<file path="src/hdl/sabl_regs.svh">
`ifndef SABL_REGS_SVH
`define SABL_REGS_SVH

// register byte offsets on the bus
`define SABL_OFF_CTRL    12'h000
`define SABL_OFF_STATUS  12'h004
`define SABL_OFF_MEAS    12'h008
`define SABL_OFF_BAUD    12'h00C
`define SABL_OFF_SERCTL  12'h010
`define SABL_OFF_SYSCFG  12'h014
`define SABL_OFF_BUSCFG  12'h018
`define SABL_OFF_CTXPTR  12'h01C
`define SABL_OFF_STKPTR  12'h020
`define SABL_OFF_STACK_UNDERFLOW_LIMIT   12'h024
`define SABL_OFF_STACK_OVERFLOW_LIMIT   12'h028
`define SABL_RAM_BASE    12'h100
`define SABL_RAM_MASK    12'hF80

// field positions
`define SABL_CTRL_SWRST  0
`define SABL_STAT_OVF    5
`define SABL_MEM_EN_BIT  10
`define SABL_BYTEHI_BIT  9
`define SABL_BUS_ACT_BIT 10
`define SABL_LATCH_BIT   9
`define SABL_BUS_TYP_LSB 6

// values loaded on loader entry, serial setup and branch; redirected flash range
`define SABL_CTXPTR_INIT 16'hFA00
`define SABL_STACK_UNDERFLOW_LIMIT_INIT  16'hFA00
`define SABL_STKPTR_INIT 16'hFA40
`define SABL_STACK_OVERFLOW_LIMIT_INIT  16'hFC00
`define SABL_SYSCFG_INIT 16'h0400
`define SABL_SERCTL_INIT 16'h8011
`define SABL_BRANCH_ADDR 24'h00FA40
`define SABL_RESET_ADDR  24'h000000
`define SABL_FLASH_LO    24'h010000
`define SABL_FLASH_HI    24'h08FFFF

// measurement and timing counts
`define SABL_PRESC_LAST  2'h3
`define SABL_MEAS_MAX    16'hFFFF
`define SABL_MEAS_OFFSET 16'h0024
`define SABL_MEAS_DIV    16'h0048
`define SABL_BIT_SHIFT   5
`define SABL_LOAD_LAST   5'h1F
`define SABL_TX_BITS     4'hA

`endif

</file>
<file path="src/hdl/sabl_pkg.sv">
package sabl_pkg;
    // loader sequence
    typedef enum logic [2:0] {
        ST_OFF  = 3'b000,
        ST_IDLE = 3'b001,
        ST_WAIT = 3'b010,
        ST_MEAS = 3'b011,
        ST_DIV  = 3'b100,
        ST_ACK  = 3'b101,
        ST_LOAD = 3'b110,
        ST_RUN  = 3'b111
    } sabl_state_t;
    // byte receiver
    typedef enum logic [1:0] {
        RX_IDLE  = 2'b00,
        RX_START = 2'b01,
        RX_DATA  = 2'b10,
        RX_STOP  = 2'b11
    } sabl_rx_t;
endpackage : sabl_pkg

</file>
<file path="src/hdl/sabl_ram.sv">
`timescale 1ns/1ps
// 32-byte code area, write by loader, registered read for the bus
module sabl_ram (
    input  wire logic       clk,
    input  wire logic       we,
    input  wire logic [4:0] waddr,
    input  wire logic [7:0] wdata,
    input  wire logic [4:0] raddr,
    output logic      [7:0] rdata
);
    logic [7:0] mem [32];  // no reset: contents undefined until loaded

    // write port
    always_ff @(posedge clk) begin
        if (we) begin
            mem[waddr] <= wdata;
        end
    end

    // read port, one cycle latency
    always_ff @(posedge clk) begin
        rdata <= mem[raddr];
    end
endmodule : sabl_ram

</file>
<file path="src/hdl/sabl_loader.sv">
// Decided for this implementation: the register addresses and the APB interface to the registers.
`timescale 1ns/1ps
`include "sabl_regs.svh"

module sabl_loader
    import sabl_pkg::*;
#(
    parameter logic [7:0] ACK_CODE = 8'h3C  // arbitrary value
) (
    input  wire logic        pclk,
    input  wire logic        presetn,
    input  wire logic        psel,
    input  wire logic        penable,
    input  wire logic        pwrite,
    input  wire logic [11:0] paddr,
    input  wire logic [31:0] pwdata,
    output logic      [31:0] prdata,
    output logic             pready,
    output logic             pslverr,
    input  wire logic        boot_select_pin,
    input  wire logic        external_access_pin,
    input  wire logic        bus_width_8,
    input  wire logic [1:0]  bus_type_cfg,
    input  wire logic        serial_receive_line,
    output logic             serial_transmit_line,
    output logic             transmit_direction_bit,
    output logic             loader_mode,
    output logic             watchdog_disable,
    input  wire logic        fetch_valid,
    input  wire logic        fetch_is_code,
    input  wire logic [23:0] fetch_addr,
    output logic             fetch_redirect,
    output logic             branch_valid,
    output logic      [23:0] branch_addr
);
    // cycles per serial bit from the reload value
    function automatic logic [15:0] sabl_bit_len(input logic [15:0] rl);
        return 16'((rl + 16'h0001) << `SABL_BIT_SHIFT);
    endfunction : sabl_bit_len

    sabl_state_t state;             // loader sequence
    sabl_state_t state_next;
    sabl_rx_t    rx_st;             // byte receiver
    logic        strap_done;        // strap already sampled
    logic [1:0]  presc;             // clk/4 prescaler for measuring_timer
    logic [15:0] measuring_timer;   // zero-byte length
    logic [15:0] div_rem;           // running remainder
    logic [15:0] div_quot;          // running quotient
    logic [15:0] baud_reload_value; // derived reload
    logic [15:0] serial_control_word;
    logic [15:0] system_config_word;
    logic [15:0] bus_config_word;
    logic [15:0] context_pointer;
    logic [15:0] stack_pointer;
    logic [15:0] stack_underflow_limit;
    logic [15:0] stack_overflow_limit;
    logic        ovf_seen;          // sticky overflow flag
    logic [9:0]  tx_shift;          // stop, data, start
    logic [3:0]  tx_left;           // bits still to send
    logic [15:0] tx_cnt;            // bit timer, transmit
    logic [15:0] rx_cnt;            // bit timer, receive
    logic [2:0]  rx_bit;            // data bit index
    logic [7:0]  rx_sh;             // received byte
    logic [4:0]  load_idx;          // next code byte slot
    logic [7:0]  ram_q;             // code byte read back

    // bus decode
    wire logic apb_acc   = psel && penable;
    wire logic apb_go    = apb_acc && pready;
    wire logic wr_go     = apb_go && pwrite;
    wire logic sw_rst_wr = wr_go && (paddr == `SABL_OFF_CTRL) && pwdata[`SABL_CTRL_SWRST];
    wire logic ovf_clr   = wr_go && (paddr == `SABL_OFF_STATUS) && pwdata[`SABL_STAT_OVF];
    wire logic is_ram    = (paddr & `SABL_RAM_MASK) == `SABL_RAM_BASE;

    // sequence events
    wire logic        strap_now = !strap_done;
    wire logic        meas_tick = (state == ST_MEAS) && (presc == `SABL_PRESC_LAST);
    wire logic        meas_ovf  = meas_tick && (measuring_timer == `SABL_MEAS_MAX);
    wire logic        div_fin   = (state == ST_DIV) && (div_rem < `SABL_MEAS_DIV);
    wire logic [15:0] bit_len   = sabl_bit_len(baud_reload_value);
    wire logic [15:0] half_len  = {1'b0, bit_len[15:1]};
    wire logic        tx_tick   = (tx_left != 4'h0) && (tx_cnt == bit_len - 16'h0001);
    wire logic        rx_full   = rx_cnt == bit_len - 16'h0001;
    wire logic        rx_done   = (rx_st == RX_STOP) && rx_full;
    wire logic        ram_we    = rx_done && (state == ST_LOAD);
    wire logic        last_byte = ram_we && (load_idx == `SABL_LOAD_LAST);
    wire logic        in_flash  = (fetch_addr >= `SABL_FLASH_LO) && (fetch_addr <= `SABL_FLASH_HI);

    // read selection
    wire logic [31:0] stat_word = {24'h000000, 2'h0, ovf_seen, loader_mode, 1'b0, state};
    // misaligned words are refused in the code area as well
    wire logic rd_hit = (paddr[1:0] == 2'h0) && (is_ram || paddr <= `SABL_OFF_STACK_OVERFLOW_LIMIT);
    wire logic [31:0] rd_mux =
        is_ram                         ? {24'h000000, ram_q} :
        paddr == `SABL_OFF_STATUS      ? stat_word :
        paddr == `SABL_OFF_MEAS        ? {16'h0000, measuring_timer} :
        paddr == `SABL_OFF_BAUD        ? {16'h0000, baud_reload_value} :
        paddr == `SABL_OFF_SERCTL      ? {16'h0000, serial_control_word} :
        paddr == `SABL_OFF_SYSCFG      ? {16'h0000, system_config_word} :
        paddr == `SABL_OFF_BUSCFG      ? {16'h0000, bus_config_word} :
        paddr == `SABL_OFF_CTXPTR      ? {16'h0000, context_pointer} :
        paddr == `SABL_OFF_STKPTR      ? {16'h0000, stack_pointer} :
        paddr == `SABL_OFF_STACK_UNDERFLOW_LIMIT       ? {16'h0000, stack_underflow_limit} :
        paddr == `SABL_OFF_STACK_OVERFLOW_LIMIT       ? {16'h0000, stack_overflow_limit} :
                                         32'h00000000;  // control reads zero

    // code area, read through the bus
    sabl_ram u_ram (
        .clk   (pclk),
        .we    (ram_we),
        .waddr (load_idx),
        .wdata (rx_sh),
        .raddr (paddr[6:2]),
        .rdata (ram_q)
    );

    // bus slave: one wait state so the ram read can settle
    always_ff @(posedge pclk or negedge presetn) begin
        if (!presetn) begin
            pready  <= 1'b0;
            pslverr <= 1'b0;
            prdata  <= 32'h00000000;
        end else begin
            pready <= apb_acc && !pready;
            if (apb_acc && !pready) begin
                prdata  <= (pwrite || !rd_hit) ? 32'h00000000 : rd_mux;
                pslverr <= !rd_hit;  // unmapped address
            end
        end
    end

    // next state
    always_comb begin
        state_next = state;
        case (state)
            ST_OFF: begin
                if (strap_now && !boot_select_pin) state_next = ST_IDLE;
            end
            ST_IDLE: begin
                if (serial_receive_line) state_next = ST_WAIT;  // line idle first
            end
            ST_WAIT: begin
                if (!serial_receive_line) state_next = ST_MEAS;  // start bit
            end
            ST_MEAS: begin
                if (meas_ovf) begin
                    state_next = ST_IDLE;  // discard, search again
                end else if (serial_receive_line) begin
                    state_next = ST_DIV;   // stop bit ends the low stretch
                end
            end
            ST_DIV: begin
                if (div_fin) state_next = ST_ACK;
            end
            ST_ACK: begin
                if (tx_left == 4'h0) state_next = ST_LOAD;
            end
            ST_LOAD: begin
                if (last_byte) state_next = ST_RUN;
            end
            ST_RUN: begin
                state_next = ST_RUN;  // loaded code owns the channel
            end
            default: begin
                state_next = ST_OFF;
            end
        endcase
        if (sw_rst_wr) state_next = ST_OFF;
    end

    // state and mode flags
    always_ff @(posedge pclk or negedge presetn) begin
        if (!presetn) begin
            state            <= ST_OFF;
            strap_done       <= 1'b0;
            loader_mode      <= 1'b0;
            watchdog_disable <= 1'b0;
        end else begin
            state      <= state_next;
            strap_done <= 1'b1;  // strap is looked at once only
            if (strap_now && !boot_select_pin) begin
                loader_mode      <= 1'b1;
                watchdog_disable <= 1'b1;
            end
            if (sw_rst_wr) begin
                loader_mode      <= 1'b0;
                watchdog_disable <= 1'b0;
            end
        end
    end

    // configuration words preset on entry
    always_ff @(posedge pclk or negedge presetn) begin
        if (!presetn) begin
            context_pointer       <= 16'h0000;
            stack_pointer         <= 16'h0000;
            stack_underflow_limit <= 16'h0000;
            stack_overflow_limit  <= 16'h0000;
            system_config_word    <= 16'h0000;
            bus_config_word       <= 16'h0000;
        end else if (strap_now && !boot_select_pin) begin
            context_pointer       <= `SABL_CTXPTR_INIT;
            stack_pointer         <= `SABL_STKPTR_INIT;
            stack_underflow_limit <= `SABL_STACK_UNDERFLOW_LIMIT_INIT;
            stack_overflow_limit  <= `SABL_STACK_OVERFLOW_LIMIT_INIT;
            system_config_word    <= `SABL_SYSCFG_INIT;
            system_config_word[`SABL_MEM_EN_BIT] <= 1'b1;
            system_config_word[`SABL_BYTEHI_BIT] <= bus_width_8;
            bus_config_word <= 16'h0000;  // external bus off
            if (!external_access_pin) begin
                bus_config_word[`SABL_BUS_ACT_BIT] <= 1'b1;
                bus_config_word[`SABL_LATCH_BIT]   <= 1'b1;
                bus_config_word[`SABL_BUS_TYP_LSB +: 2] <= bus_type_cfg;
            end
        end
    end

    // zero-byte measurement and reload division
    always_ff @(posedge pclk or negedge presetn) begin
        if (!presetn) begin
            presc           <= 2'h0;
            measuring_timer <= 16'h0000;
            div_rem         <= 16'h0000;
            div_quot        <= 16'h0000;
        end else if (state == ST_WAIT) begin
            presc           <= 2'h0;
            measuring_timer <= 16'h0000;
        end else if (state == ST_MEAS) begin
            presc <= presc + 2'h1;
            if (meas_tick) measuring_timer <= measuring_timer + 16'h0001;
            // below the offset the result is simply reload zero, the fastest rate
            div_rem  <= (measuring_timer >= `SABL_MEAS_OFFSET) ?
                        measuring_timer - `SABL_MEAS_OFFSET : 16'h0000;
            div_quot <= 16'h0000;
        end else if (state == ST_DIV && !div_fin) begin
            div_rem  <= div_rem - `SABL_MEAS_DIV;  // restoring divide by 72
            div_quot <= div_quot + 16'h0001;
        end
    end

    // overflow flag, set wins over a clear in the same cycle
    always_ff @(posedge pclk or negedge presetn) begin
        if (!presetn) begin
            ovf_seen <= 1'b0;
        end else begin
            ovf_seen <= meas_ovf || (ovf_seen && !ovf_clr);
        end
    end

    // serial channel setup and acknowledge transmitter
    always_ff @(posedge pclk or negedge presetn) begin
        if (!presetn) begin
            baud_reload_value      <= 16'h0000;
            serial_control_word    <= 16'h0000;
            transmit_direction_bit <= 1'b0;
            serial_transmit_line   <= 1'b1;
            tx_shift               <= 10'h3FF;
            tx_left                <= 4'h0;
            tx_cnt                 <= 16'h0000;
        end else begin
            serial_transmit_line <= (tx_left != 4'h0) ? tx_shift[0] : 1'b1;
            if (div_fin) begin
                baud_reload_value      <= div_quot;
                serial_control_word    <= `SABL_SERCTL_INIT;
                transmit_direction_bit <= 1'b1;               // driven only now
                tx_shift <= {1'b1, ACK_CODE, 1'b0};
                tx_left  <= `SABL_TX_BITS;
                tx_cnt   <= 16'h0000;
            end else if (tx_left != 4'h0) begin
                tx_cnt <= tx_tick ? 16'h0000 : tx_cnt + 16'h0001;
                if (tx_tick) begin
                    tx_shift <= {1'b1, tx_shift[9:1]};
                    tx_left  <= tx_left - 4'h1;
                end
            end
            if (sw_rst_wr) transmit_direction_bit <= 1'b0;
        end
    end

    // code byte receiver, mid-bit sampling
    always_ff @(posedge pclk or negedge presetn) begin
        if (!presetn) begin
            rx_st    <= RX_IDLE;
            rx_cnt   <= 16'h0000;
            rx_bit   <= 3'h0;
            rx_sh    <= 8'h00;
            load_idx <= 5'h00;
        end else if (state != ST_LOAD) begin
            rx_st    <= RX_IDLE;
            load_idx <= 5'h00;
        end else begin
            rx_cnt <= rx_cnt + 16'h0001;
            case (rx_st)
                RX_IDLE: begin
                    rx_cnt <= 16'h0000;
                    if (!serial_receive_line) rx_st <= RX_START;
                end
                RX_START: begin
                    if (rx_cnt == half_len - 16'h0001) begin
                        rx_cnt <= 16'h0000;
                        rx_bit <= 3'h0;
                        // a glitch shorter than half a bit is ignored
                        rx_st  <= serial_receive_line ? RX_IDLE : RX_DATA;
                    end
                end
                RX_DATA: begin
                    if (rx_full) begin
                        rx_cnt <= 16'h0000;
                        rx_sh  <= {serial_receive_line, rx_sh[7:1]};  // lsb first
                        rx_bit <= rx_bit + 3'h1;
                        if (rx_bit == 3'h7) rx_st <= RX_STOP;
                    end
                end
                RX_STOP: begin
                    if (rx_full) begin
                        rx_st    <= RX_IDLE;  // stop level not checked
                        load_idx <= load_idx + 5'h01;
                    end
                end
                default: begin
                    rx_st <= RX_IDLE;
                end
            endcase
        end
    end

    // branch request and fetch redirection
    always_ff @(posedge pclk or negedge presetn) begin
        if (!presetn) begin
            branch_valid   <= 1'b0;
            branch_addr    <= `SABL_RESET_ADDR;
            fetch_redirect <= 1'b0;
        end else begin
            branch_valid <= last_byte || sw_rst_wr;
            if (last_byte) branch_addr <= `SABL_BRANCH_ADDR;
            if (sw_rst_wr) branch_addr <= `SABL_RESET_ADDR;
            // data reads keep seeing the program store
            fetch_redirect <= loader_mode && fetch_valid && fetch_is_code && in_flash;
        end
    end
endmodule : sabl_loader

</file>
<file path="config.mk">
export PLATFORM = sky130hd
export DESIGN_NAME = sabl_loader
export DESIGN_NICKNAME = d
export VERILOG_FILES = /design/src/hdl/sabl_pkg.sv /design/src/hdl/sabl_ram.sv /design/src/hdl/sabl_loader.sv
export VERILOG_INCLUDE_DIRS = /design/src /design/src/hdl
export SDC_FILE = /design/constraint.sdc
export NUM_CORES = 1
export LEC_CHECK = 0
export BUFFER_PORTS_ARGS = -buffer_cell sky130_fd_sc_hd__buf_2
export CAP_MARGIN = 25
export CORE_MARGIN = 5
export CORE_UTILIZATION = 54
export DETAILED_ROUTE_END_ITERATION = 10
export PLACE_DENSITY = 0.8
export REMOVE_ABC_BUFFERS = 1
export SYNTH_ARGS = -nofsm -noshare
export SYNTH_HDL_FRONTEND = slang
export SYNTH_SLANG_ARGS = --single-unit
</file>
<file path="constraint.sdc">
create_clock -name pclk -period 4.9 [get_ports pclk]
set_clock_uncertainty 0.2 [all_clocks]
set_input_delay 0.98 -clock pclk [delete_from_list [all_inputs] [get_ports pclk]]
set_output_delay 0.98 -clock pclk [all_outputs]
set_load 0.005 [all_outputs]
</file>
# ---- After elaboration in Yosys (flattened, before gate mapping)
# Memories as Yosys holds them, arrays and structs flattened. A register that Yosys moved wholly into a read port is not among the register bits.
# Index checks and enable logic that the tools add are counted.
dict set report op_classes {
  add_sub_neg 13
  n_mul 0
  n_div 0
  magnitude_cmp 5
  eq_ne 43
  shifts 0
  n_mux 69
  bitwise_logic 2
  reduce_logical 58
}
# op n
set ops {}
lappend ops {{16-bit 2-to-1 mux} 25}
lappend ops {{16-bit by 1-bit adder with 16-bit output, second input constant} 4}
lappend ops {{12-bit by 5-bit equality test with 1-bit output, second input constant} 4}
lappend ops {{16-bit equality test} 3}
lappend ops {{24-bit 2-to-1 mux} 2}
lappend ops {{16-bit one-hot mux with 3 select lines} 1}
lappend ops {{12-bit by 6-bit equality test with 1-bit output, second input constant} 3}
lappend ops {{3-bit 2-to-1 mux} 11}
lappend ops {{3-bit inequality test, second input constant} 11}
lappend ops {{10-bit 2-to-1 mux} 3}
lappend ops {{12-bit by 4-bit equality test with 1-bit output, second input constant} 2}
lappend ops {{24-bit by 17-bit >= comparator with 1-bit output, second input constant} 1}
lappend ops {{24-bit by 20-bit <= comparator with 1-bit output, second input constant} 1}
lappend ops {{3-bit one-hot mux with 8 select lines} 1}
lappend ops {{1-bit logical AND} 23}
lappend ops {{2-bit 2-to-1 mux} 11}
lappend ops {{2-bit nonzero test} 11}
lappend ops {{16-bit equality test, second input constant} 1}
lappend ops {{16-bit by 6-bit >= comparator with 1-bit output, second input constant} 1}
lappend ops {{16-bit by 7-bit < comparator with 1-bit output, second input constant} 1}
lappend ops {{15-bit by 1-bit subtractor with 16-bit output, second input constant} 1}
lappend ops {{16-bit by 1-bit subtractor with 16-bit output, second input constant} 1}
lappend ops {{16-bit by 6-bit subtractor with 16-bit output, second input constant} 1}
lappend ops {{16-bit by 7-bit subtractor with 16-bit output, second input constant} 1}
lappend ops {{35 further kinds} 66}
dict set report word_totals {
  reg_bits 207
  latchBits 0
  ramBits 256
  mem_bits_ro 0
  in_bits 81
  output_inout_bits 64
  n_memories 1
}
# memory words width read_ports rd_clocked_by_memory_dff write_ports line_no
set memory_table {}
lappend memory_table {u_ram.mem 32 8 1 1 1 sabl_ram.sv:11} ;# logic [7:0] mem [32];

# ---- Longest topological paths before layout
# Gate-level depths: netlist of the first run.
dict set report logic_depth {
  word_depth 13
  depth_mapped 13
  mapped_depth_nobuf 11
}

# ---- Hierarchy
# A second synthesis of the first run with hierarchy kept.
dict set report hier_totals {
  hier_cells 1496
  hier_area_um2 19615.1
}
# mod instances cells_per_inst area_per_inst_um2 seq_area_each_um2
set modules_own_cells {}
lappend modules_own_cells {sabl_ram 1 417 10053.4 7847.5}
lappend modules_own_cells {sabl_loader 1 1079 9561.7 4041.4}

# ---- Worst setup path after synthesis of the first run
# No wires, ideal clock.
dict set report synth_timing {
  path_kind {reg-to-reg}
  start {reg baud_reload_value[1]}
  end {mem u_ram.mem[10][0] (enable)}
  setup_ns 0.370
  t_arrival_ns 3.352
  path_slack_ns 0.977
  path_stages_with_launch 12
  synth_period_minus_slack_ns 3.923
  cell_sequence {dfrtp_1 -> ha_1 -> clkbuf_1 -> or2_2 -> a211o_1 -> nor4_4 -> nand2_1 -> a2111oi_0 -> o2111ai_1 -> nor2_1 -> nand3_2 -> nor2_1}
}
dict set report synth_between {
  elab_chain_len 7
}
# element line_no
set synth_lines {}
lappend synth_lines {{start, declared} sabl_loader.sv:49} ;# logic [15:0] baud_reload_value;
lappend synth_lines {{start signal, assigned} sabl_loader.sv:263} ;# baud_reload_value <= div_quot;
lappend synth_lines {{11-bit by 1-bit adder with 11-bit output} sabl_loader.sv:38} ;# return 16'((rl + 16'h0001) << `SABL_BIT_SHIFT);
lappend synth_lines {{16-bit by 1-bit subtractor with 16-bit output} sabl_loader.sv:83} ;# wire logic rx_full = rx_cnt == bit_len - 16'h0001;
lappend synth_lines {{16-bit equality test} sabl_loader.sv:83}
lappend synth_lines {{1-bit logical AND} sabl_loader.sv:84} ;# wire logic rx_done = (rx_st == RX_STOP) && rx_full;
lappend synth_lines {{1-bit logical AND} sabl_loader.sv:85} ;# wire logic ram_we = rx_done && (state == ST_LOAD);
lappend synth_lines {{1-bit 2-to-1 mux} sabl_ram.sv:15} ;# if (we) begin
lappend synth_lines {{1-bit 2-to-1 mux (not written as such)} sabl_ram.sv:16} ;# mem[waddr] <= wdata;
lappend synth_lines {{end, declared} sabl_ram.sv:11}
# No other way between the ends.

# ---- Worst setup path after layout of the first run
dict set report layout_timing {
  start {reg baud_reload_value[1]}
  end {mem u_ram.mem[11][4] (enable)}
}
# Same word-level chain as after synthesis.

==> results of run 1 <==
cell usage after synthesis, types with 5 or more instances:
cell type  instances
mux2_2             8
a21oi_1           50
and4_1             9
or3_1             16
nand4_1           20
edfxtp_1         256
dfstp_2           10
dfrtp_1          151
nand2_1          171
a221oi_1          10
buf_4             43
o21a_1             5
dfxtp_1            8
nor2_1           156
mux2i_1           15
or4_1              5
xnor3_1            8
mux4_2            80
a31oi_1           12
and3_1            19
nand2b_1           9
nand3b_1          14
clkbuf_1          67
xor2_1            47
o21ai_0           49
xnor2_1           41
inv_1             36
and2_1             9
or2_2              5
nor4_1            15
o22a_1             8
buf_1             12
nor3_1            23
nand3_1           44
ha_1              19
a211oi_1           6
a21o_1             6
worst paths after layout:
check / cells past startpoint / end / slack [ns] / start
max: 12 / u_ram.mem[11][4] / 0.37 / baud_reload_value[1]
min: 1 / div_rem[13] / 0.22 / presetn
max reg2reg: 12 / u_ram.mem[11][4] / 0.37 / baud_reload_value[1]
min reg2reg: 2 / prdata[2] / 0.27 / prdata[2]
max in group asynchronous: 3 / tx_cnt[8] / 3.24 / presetn
min in group pclk: 2 / prdata[2] / 0.27 / prdata[2]
flip-flops by register name, indices dropped and copies added (netlist names), 3 cells and up:
name and cells:
u_ram.mem 256, baud_reload_value 16, div_quot 16, measuring_timer 16, prdata 16, rx_cnt 16, tx_cnt 16, div_rem 13
tx_shift 9, rx_sh 8, u_ram.rdata 8, load_idx 5, tx_left 4, bus_config_word 3, rx_bit 3, state 3
kinds of logic after synthesis:
| logic type | Yosys count | share of synthesized area, % |
|---|---|---|
| mux | 103 | 10.3 |
| flops | 425 | 59.7 |
| xor+xnor | 97 | 4.90 |
| simple gates | 541 | 13.2 |
| other cells | 2 | 0.0377 |
| compound gates | 199 | 6.69 |
| fa+ha+maj | 19 | 1.19 |
| buf+inv | 164 | 4.00 |
cell usage in the layout (no fill, tap or decap), types with 41 or more instances in the layout:
master     count
nand2_1      171
nand3_1       44
a21oi_1       50
dfrtp_1      151
xnor2_1       41
mux4_2        80
xor2_1        47
buf_4         58
edfxtp_1     256
clkbuf_16     43
o21ai_0       49
buf_2         63
nor2_1       155
area by class of cell:
| type | instances | area [sq um] |
|---|---|---|
| Timing Repair Buffer | 132 | 1020 |
| Inverter | 36 | 135 |
| Fill cell | 2662 | 14100 |
| Tap cell | 468 | 586 |
| Clock inverter | 17 | 203 |
| Clock buffer | 61 | 1190 |
| Sequential cell | 425 | 11900 |
| Multi-Input combinational cell | 993 | 7350 |
worst max-delay path, delay by kind of cell (launching register included):
| kind | cells | cell delay (ns) |
|---|---|---|
| adders and majority gates | 1 | 0.31 |
| DFF | 1 | 0.41 |
| buffers and inverters | 2 | 0.42 |
| and+or+nand+nor | 6 | 1.68 |
| AOI/OAI and AO/OA | 3 | 1.22 |
per-stage QoR:
| stage | power [mW] | util, % | instances |
|---|---|---|---|
| 3_3_place_gp | 4.67 | 56.8 | 2045 |
| 4_1_cts | 7.93 | 60.7 | 2124 |
| 6_report | 7.90 | 61.3 | 2132 |
| 5_1_grt | 8.20 | 61.3 | 2132 |
| 3_5_place_dp | 4.71 | 56.9 | 2046 |
| 2_1_floorplan | 4.47 | - | 1454 |
where the power goes:
part / total (mW) / switching (mW) / leakage (nW) / internal (mW)
combinational: 0.608 / 0.384 / 3.41 / 0.225
sequential: 4.04 / 0.138 / 4.11 / 3.90
clock: 3.26 / 1.38 / 0.671 / 1.87
routing by layer:
layer  global-route usage [%]  up-vias  wire [um]
met2                     37.6      638      22700
met3                     4.51      133       3840
met4                     7.64        0       1800
met5                        0        -          0
li1                         -     5794          -
met1                     29.5     6482      18000
==> results.md, run 1 <==
- Status: finished clean
- Max cap viols: 0
- Worst Path Required: 4.97 ns
- Core area: 36500 sq um
- Die Y: 202 um
- DR iter-0 viols: 1307
- Initial antenna violation count: 0
- WS Path Type: flop to flop
- Setup TNS: 0 ns
- Worst skew pair latency: 0.56 ns
- Delay of the slowest critical-path stage: 0.61 ns
- Setup Viol. Count Final: 0
- Routed wire length: 46300 um
- Synth area leaders: edfxtp_1, dfrtp_1, mux4_2
- Largest net degree at the start of global routing: 73
- Initial Util: 54.5%
- Vias in the first global route: 12936
- CTS max path bufs: 3
- Cell Area, Synth: 19900 sq um
- Die ar.: 40800 sq um
- Port Buffer Count: 65
- PostCTS Resize Cnt: 0
- Post-route DRC: 0
- Row cnt: 70
- Hold Fails Final Rpt: 0
- DR vias/cell: 6.12
- Avg Inst Size Synth: 12.8 sq um
- CTS tree: yes
- FF+latch count, synth: 425
- Overflow after GRT: 0
- Final ANT Viol Nets: 0
- Final net count: 1731
- Asr flop ratio synth: 37.9%
- Worst Tran Pin Value: 1.06 ns
- I/O pins: 145
- P_leak: 8.19 nW
- Slowest CP cell: a2111oi_0
- Clock transition at the registers of the reported paths: 0.06 ns
- Root Buffer: clkbuf_16
- Cell taking the most area after synthesis: edfxtp_1
- Final Cycle Share: 92.5%
- Post-CTS Setup Repair Bufs: 0
- First-pass GRT wire length: 72400 um
- GRT Util Overall: 22.4%
- Number of synthesized flops with an enable pin: 256
- Cell count after synthesis: 1550
- Yosys cell types: 86
- Max_slew headroom: 29.2%
- CP Capture Type: flop
- Unrepaired setup endpoints after global routing: no
- Die Wd: 202 um
- Pwr Density: 353 nW/um^2
- Min-delay worst type: primary input to asynchronous set/reset pin
- Max-slew violation count: 0
- Crit start category: flop
- Fmax: 221 MHz
- Critical path, cell by cell: ha_1 > or2_2 > a211o_1 > nor4_4 > nand2_1 > a2111oi_0 > o2111ai_1 > nor2_1 > nand3_2 > buf_4 > nor2_1 > buf_4
- Clk sinks: 425
- DPL Wire Length: 30200 um
- Number of H-tree levels: 2
- CP Max Fanout: 9
- Placed cell areas: 20800 sq um
- Area fraction of the dominant cell type after synthesis: 38.6%
- # diodes: 0
- Routed via count: 13047
- Post-synthesis sequential area ratio: 59.7%
- DRT Pass-1 Iters: 6
- Placer Congestion: 0.919
- Final Cell Area: 22400 sq um
- CTS Buf Count: 43
- Main flop type after synthesis: edfxtp_1
- Data arrival time of the worst path: 4.60 ns
- Routed len/inst: 21.7 um
- Layout cells sized above 1: 19.2%
- Tmin final: 4.53 ns
- Hold Slack: 0.221 ns
- Cts hold-fix bufs: 0
- Peak VDD IR: 332 uV
- Ys Warns: 0
- Layout area overhead: 12.4%
- Setup WS pre-CTS: 0.476 ns
- Fin worst setup slack: 0.369 ns
Power figures use the tool's default switching activity.
==> run 2, diff against run 1 <==
ABC_CLOCK_PERIOD_IN_PS = 4900   (was unset)
GPL_TIMING_DRIVEN = 0   (was unset)
==> results.md, run 2 (synthesis gave the netlist of run 1 again) <==
- Dpl cells: 2001
- Fmax: 220 MHz
- CP Capture Type: flop
- Routed wire length: 47900 um
- DR iter-0 viols: 1548
- Final net count: 1690
- Row cnt: 70
- DPL Wire Length: 29600 um
- Worst Tran Pin Value: 1.05 ns
- Leading cell types in the layout, fill and taps excluded: edfxtp_1, nand2_1, dfrtp_1
- Root Buffer: clkbuf_16
- Initial antenna violation count: 0
- Setup Viol. Count Final: 0
- Worst reg2reg path endpoint: u_ram.mem[5][5]
- Status: finished clean
- Core area: 36500 sq um
- First-pass GRT wire length: 72600 um
- CP Max Fanout: 13
- Fin worst setup slack: 0.362 ns
- DR vias/cell: 6.19
- DRT Pass-1 Iters: 6
- Worst Path Required: 4.92 ns
- Max FFs per register: 256
- Port Buffer Count: 65
- Vias in the first global route: 12678
- FF-to-FF setup slack: 0.36 ns
- CTS tree: yes
- Number of H-tree levels: 2
- Hold Fails Final Rpt: 0
- Commonest non-fill, non-tap cell in the layout: edfxtp_1
- Layout area overhead: 12.4%
- Most flops, register: u_ram.mem
- GRT Util Overall: 22.6%
- Reg2Reg Launch Point: baud_reload_value[1]
- I/O pins: 145
- Final ANT Viol Nets: 0
- Placer Congestion: 0.888
- Worst skew pair latency: 0.56 ns
- Min-delay worst type: primary input to asynchronous set/reset pin
- Largest net degree at the start of global routing: 91
- Setup WS pre-CTS: -0.331 ns
- Overflow after GRT: 0
- Data arrival time of the worst path: 4.56 ns
- Routed len/inst: 22.9 um
- Max-slew violation count: 0
- Routed via count: 12942
- Reg2reg path depth: 10
- CTS max path bufs: 3
- Clock transition at the registers of the reported paths: 0.07 ns
- Die Wd: 202 um
- Die Y: 202 um
- Die ar.: 40800 sq um
- Initial Util: 54.5%
- Max cap viols: 0
- Unrepaired setup endpoints after global routing: no
- Fillers: 2640
- # diodes: 0
- WS Path Type: flop to flop
- CTS Buf Count: 41
- Max_slew headroom: 29.9%
- Layout cells sized above 1: 19.1%
- Clk sinks: 425
- Tmin final: 4.54 ns
- P_leak: 7.98 nW
- Final Cycle Share: 92.6%
- Pwr Density: 345 nW/um^2
- Crit start category: flop
- Post-route insts no fill: 2090
- Post-route DRC: 0
- Peak VDD IR: 292 uV
==> run 2: worst max path at each step <==
stage                         start                to  slack [ns]
2_1_floorplan  baud_reload_value[0]  u_ram.mem[10][0]        0.86
3_3_place_gp               paddr[3]         prdata[5]       -0.46
3_5_place_dp   baud_reload_value[0]   u_ram.mem[1][4]       -0.33
4_1_cts        baud_reload_value[1]  u_ram.mem[13][1]       -0.06
5_1_grt        baud_reload_value[1]  u_ram.mem[29][0]        0.04
6_report       baud_reload_value[1]   u_ram.mem[5][5]        0.36
==> run 2: repair_timing <==
action,4_1_cts,5_1_grt
hold buffers,0,0
hold endpoints to repair,0,0
setup buffers,0,7
gates resized for setup,38,34
pin swaps,0,3
gates cloned,0,0
endpoints found under the setup margin,256,256
==> run 2: final cells by class <==
class | count | area [sq um] | share of cell area, %
repair buffers | 93 | 836 | 3.74
multi-input cells | 993 | 7630 | 34.1
well taps | 468 | 586 | 2.62
inverters | 36 | 135 | 0.604
clock inverters | 24 | 188 | 0.839
flip-flops and latches | 425 | 11900 | 53.2
clock buffers | 51 | 1090 | 4.90
==> run 2: worst max-delay path: stages (launching register included) <==
cell and delay (ns):
dfrtp_1 0.54, ha_1 0.37, inv_1 0.17, nor2_1 0.08
xnor2_1 0.65, xnor3_1 0.33, a2111oi_1 0.46, o2111ai_1 0.31
nor2_4 0.31, nand3_4 0.35, nor2_4 0.42
==> run 2: where the power goes <==
part           leakage, nW  total, mW  internal [mW]  switching, mW
Sequential            4.11       4.04           3.90          0.142
Clock                0.633       3.07           1.70           1.37
Combinational         3.24      0.604          0.221          0.383
Total                 7.98       7.72           5.82           1.90
==> run 2: layer usage <==
metal | share of wire, % | vias up | global-route usage [%]
met3 | 8.5 | 123 | 4.81
met2 | 50 | 648 | 37.8
li1 | - | 5731 | -
met1 | 38 | 6438 | 29.5
met4 | 3.6 | 2 | 7.74
met5 | 0.073 | - | 0.714
==> run 2: stage by stage <==
| step | total power [mW] | setup TNS [ns] | instance area [sq um] | hold WS (ns) | utilization [%] |
|---|---|---|---|---|---|
| after detailed placement | 4.70 | -66.27 | 20500 | 0.250 | 56.2 |
| after CTS | 7.73 | -7.68 | 21900 | 0.196 | 60.0 |
| after global placement | 4.66 | -29.27 | 20300 | 0.248 | 55.5 |
| after floorplan | 4.47 | 0 | 19400 | 0.226 | - |
| final | 7.72 | 0 | 22400 | 0.181 | 61.2 |
| after global routing | 8.01 | 0 | 22400 | 0.218 | 61.2 |
==> run 3, diff against run 2 <==
CORE_UTILIZATION = 30   (was 54)
PLACE_DENSITY = 0.52   (was 0.8)
==> results.md, run 3 (synthesis gave the netlist of run 1 again) <==
- Status: finished clean
- Pwr Density: 355 nW/um^2
- Net switching power: 2.01 mW
- Max_slew headroom: 40.2%
- Final Cell Area: 23000 sq um
- Layout area overhead: 15.8%
- Clock transition at the registers of the reported paths: 0.06 ns
- Overflow after GRT: 0
- Initial antenna violation count: 1
- Die ar.: 71600 sq um
- Crit start category: flop
- Routed via count: 12298
- Port Buffer Count: 65
- Final ANT Viol Nets: 0
- Final net count: 1690
- Tmin final: 4.64 ns
- Routed wire length: 47900 um
- Largest net degree at the start of global routing: 116
- Post-route DRC: 0
- P_leak: 8.06 nW
- CP Max Fanout: 13
- Post-CTS Setup Repair Bufs: 0
- Share of power burned in registers: 49.4%
- Area of the multi-input gates: 7640 sq um
- CP Capture Type: flop
- DRT Pass-1 Iters: 7
- Setup Viol. Count Final: 0
- Die Wd: 268 um
- FF/Latch Area: 11900 sq um
- Vias in the first global route: 12187
- Sw Share: 24.6%
- Worst skew pair latency: 0.60 ns
- Peak VDD IR: 239 uV
- Hold Slack: 0.0849 ns
- First-pass GRT wire length: 73900 um
- Number of H-tree levels: 2
- Min-delay worst type: primary input to asynchronous set/reset pin
- Placer Congestion: 0.827
- Hold Fails Final Rpt: 0
- Core area: 65700 sq um
- Row cnt: 94
- Max FFs per register: 256
- Fmax: 216 MHz
- Root Buffer: clkbuf_16
- Pint: 6.16 mW
- Layout cells sized above 1: 19.5%
- DPL Wire Length: 31900 um
- Unrepaired setup endpoints after global routing: no
- Commonest non-fill, non-tap cell in the layout: edfxtp_1
- Routed len/inst: 19.2 um
- Reg2reg path depth: 10
- Worst Path Required: 4.95 ns
- Data arrival time of the worst path: 4.69 ns
- DR iter-0 viols: 1003
- Placed cell areas: 21100 sq um
- I/O pins: 145
- DR vias/cell: 4.93
- Max cap viols: 0
- Clk sinks: 425
- GRT Util Overall: 13.2%
- Fillers: 6329
- Max-slew violation count: 0
- Initial Util: 30.3%
- Die Y: 268 um
- Final Cycle Share: 94.6%
- CTS Buf Count: 47
- Worst Tran Pin Value: 0.897 ns
- Leading cell types in the layout, fill and taps excluded: edfxtp_1, nand2_1, dfrtp_1
- Cts hold-fix bufs: 0
- Clk pwr share: 43.0%
- Gate power share: 7.6%
- CTS tree: yes
- CTS max path bufs: 3
- WS Path Type: flop to flop
- Most flops, register: u_ram.mem
-- run 3: changes by cell type in the layout (fill, tap and decap cells not counted), moves of 2 or more --
cell,before,now
buf_12,3,0
buf_4,8,5
clkbuf_16,42,48
clkbuf_8,1,5
clkinv_2,10,8
clkinvlp_4,1,3
-- run 3: area by class of cell --
class | instances | area share [%]
inverter | 36 | 0.586
clock inverter | 26 | 1.04
antenna | 1 | 0.0109
timing repair buffer | 87 | 3.28
sequential | 425 | 51.6
tap | 864 | 4.69
multi-input combinational | 993 | 33.2
clock buffer | 61 | 5.64
-- run 3: power groups by stage --
stage / combinational, mW / clock [mW] / sequential [mW]
floorplan: 0.398 / 0 / 4.07
global placement: 0.594 / 0 / 4.10
detailed placement: 0.621 / 0 / 4.11
CTS: 0.626 / 3.61 / 4.04
global route: 0.706 / 3.75 / 4.06
finish: 0.619 / 3.52 / 4.04
-- run 3: worst max-delay path, cell delays in order, from the launching register on --
cell and delay, ns:
dfrtp_1 0.60, ha_1 0.43, nand2_1 0.22, a211o_1 0.37, nor4_4 0.40, nand2_1 0.14
a2111oi_1 0.53, o2111ai_1 0.32, nor2_4 0.31, nand3_4 0.34, nor2_4 0.41
-- run 3: per-layer routing --
metal / global-route usage, % / up-vias / wire length (um)
met5: 0 / - / 0
met4: 3.04 / 0 / 886
met3: 2.89 / 63 / 2660
met2: 21.5 / 261 / 22700
met1: 18.1 / 6241 / 21600
li1: - / 5733 / -
-- run 3: path summary, 6_finish.rpt --
path                                 startpoint          endpoint  slack (ns)
max                        baud_reload_value[1]  u_ram.mem[16][3]        0.26
min                                     presetn        tx_cnt[12]        0.08
max reg2reg                baud_reload_value[1]  u_ram.mem[16][3]        0.26
min reg2reg                            ovf_seen          ovf_seen        0.26
max in group asynchronous               presetn       div_rem[14]        3.47
min in group pclk                      ovf_seen          ovf_seen        0.26
-- run 3: metrics by stage --
| step | total power, mW | cells | worst slack, ns | util [%] | setup TNS, ns |
|---|---|---|---|---|---|
| 6_report | 8.18 | 2493 | 0.263 | 35.1 | 0 |
| 5_1_grt | 8.51 | 2492 | 0.0150 | 35.1 | 0 |
| 4_1_cts | 8.27 | 2487 | 0.101 | 34.9 | 0 |
| 3_5_place_dp | 4.73 | 2400 | -0.581 | 32.1 | -125.68 |
| 3_3_place_gp | 4.70 | 2383 | -0.683 | 31.6 | -97.13 |
| 2_1_floorplan | 4.47 | 1454 | 0.859 | - | 0 |
-- run 3: what timing repair did --
item	4_1_cts	5_1_grt
cloned	0	0
setup endpoints to repair	256	256
resized for setup	71	1
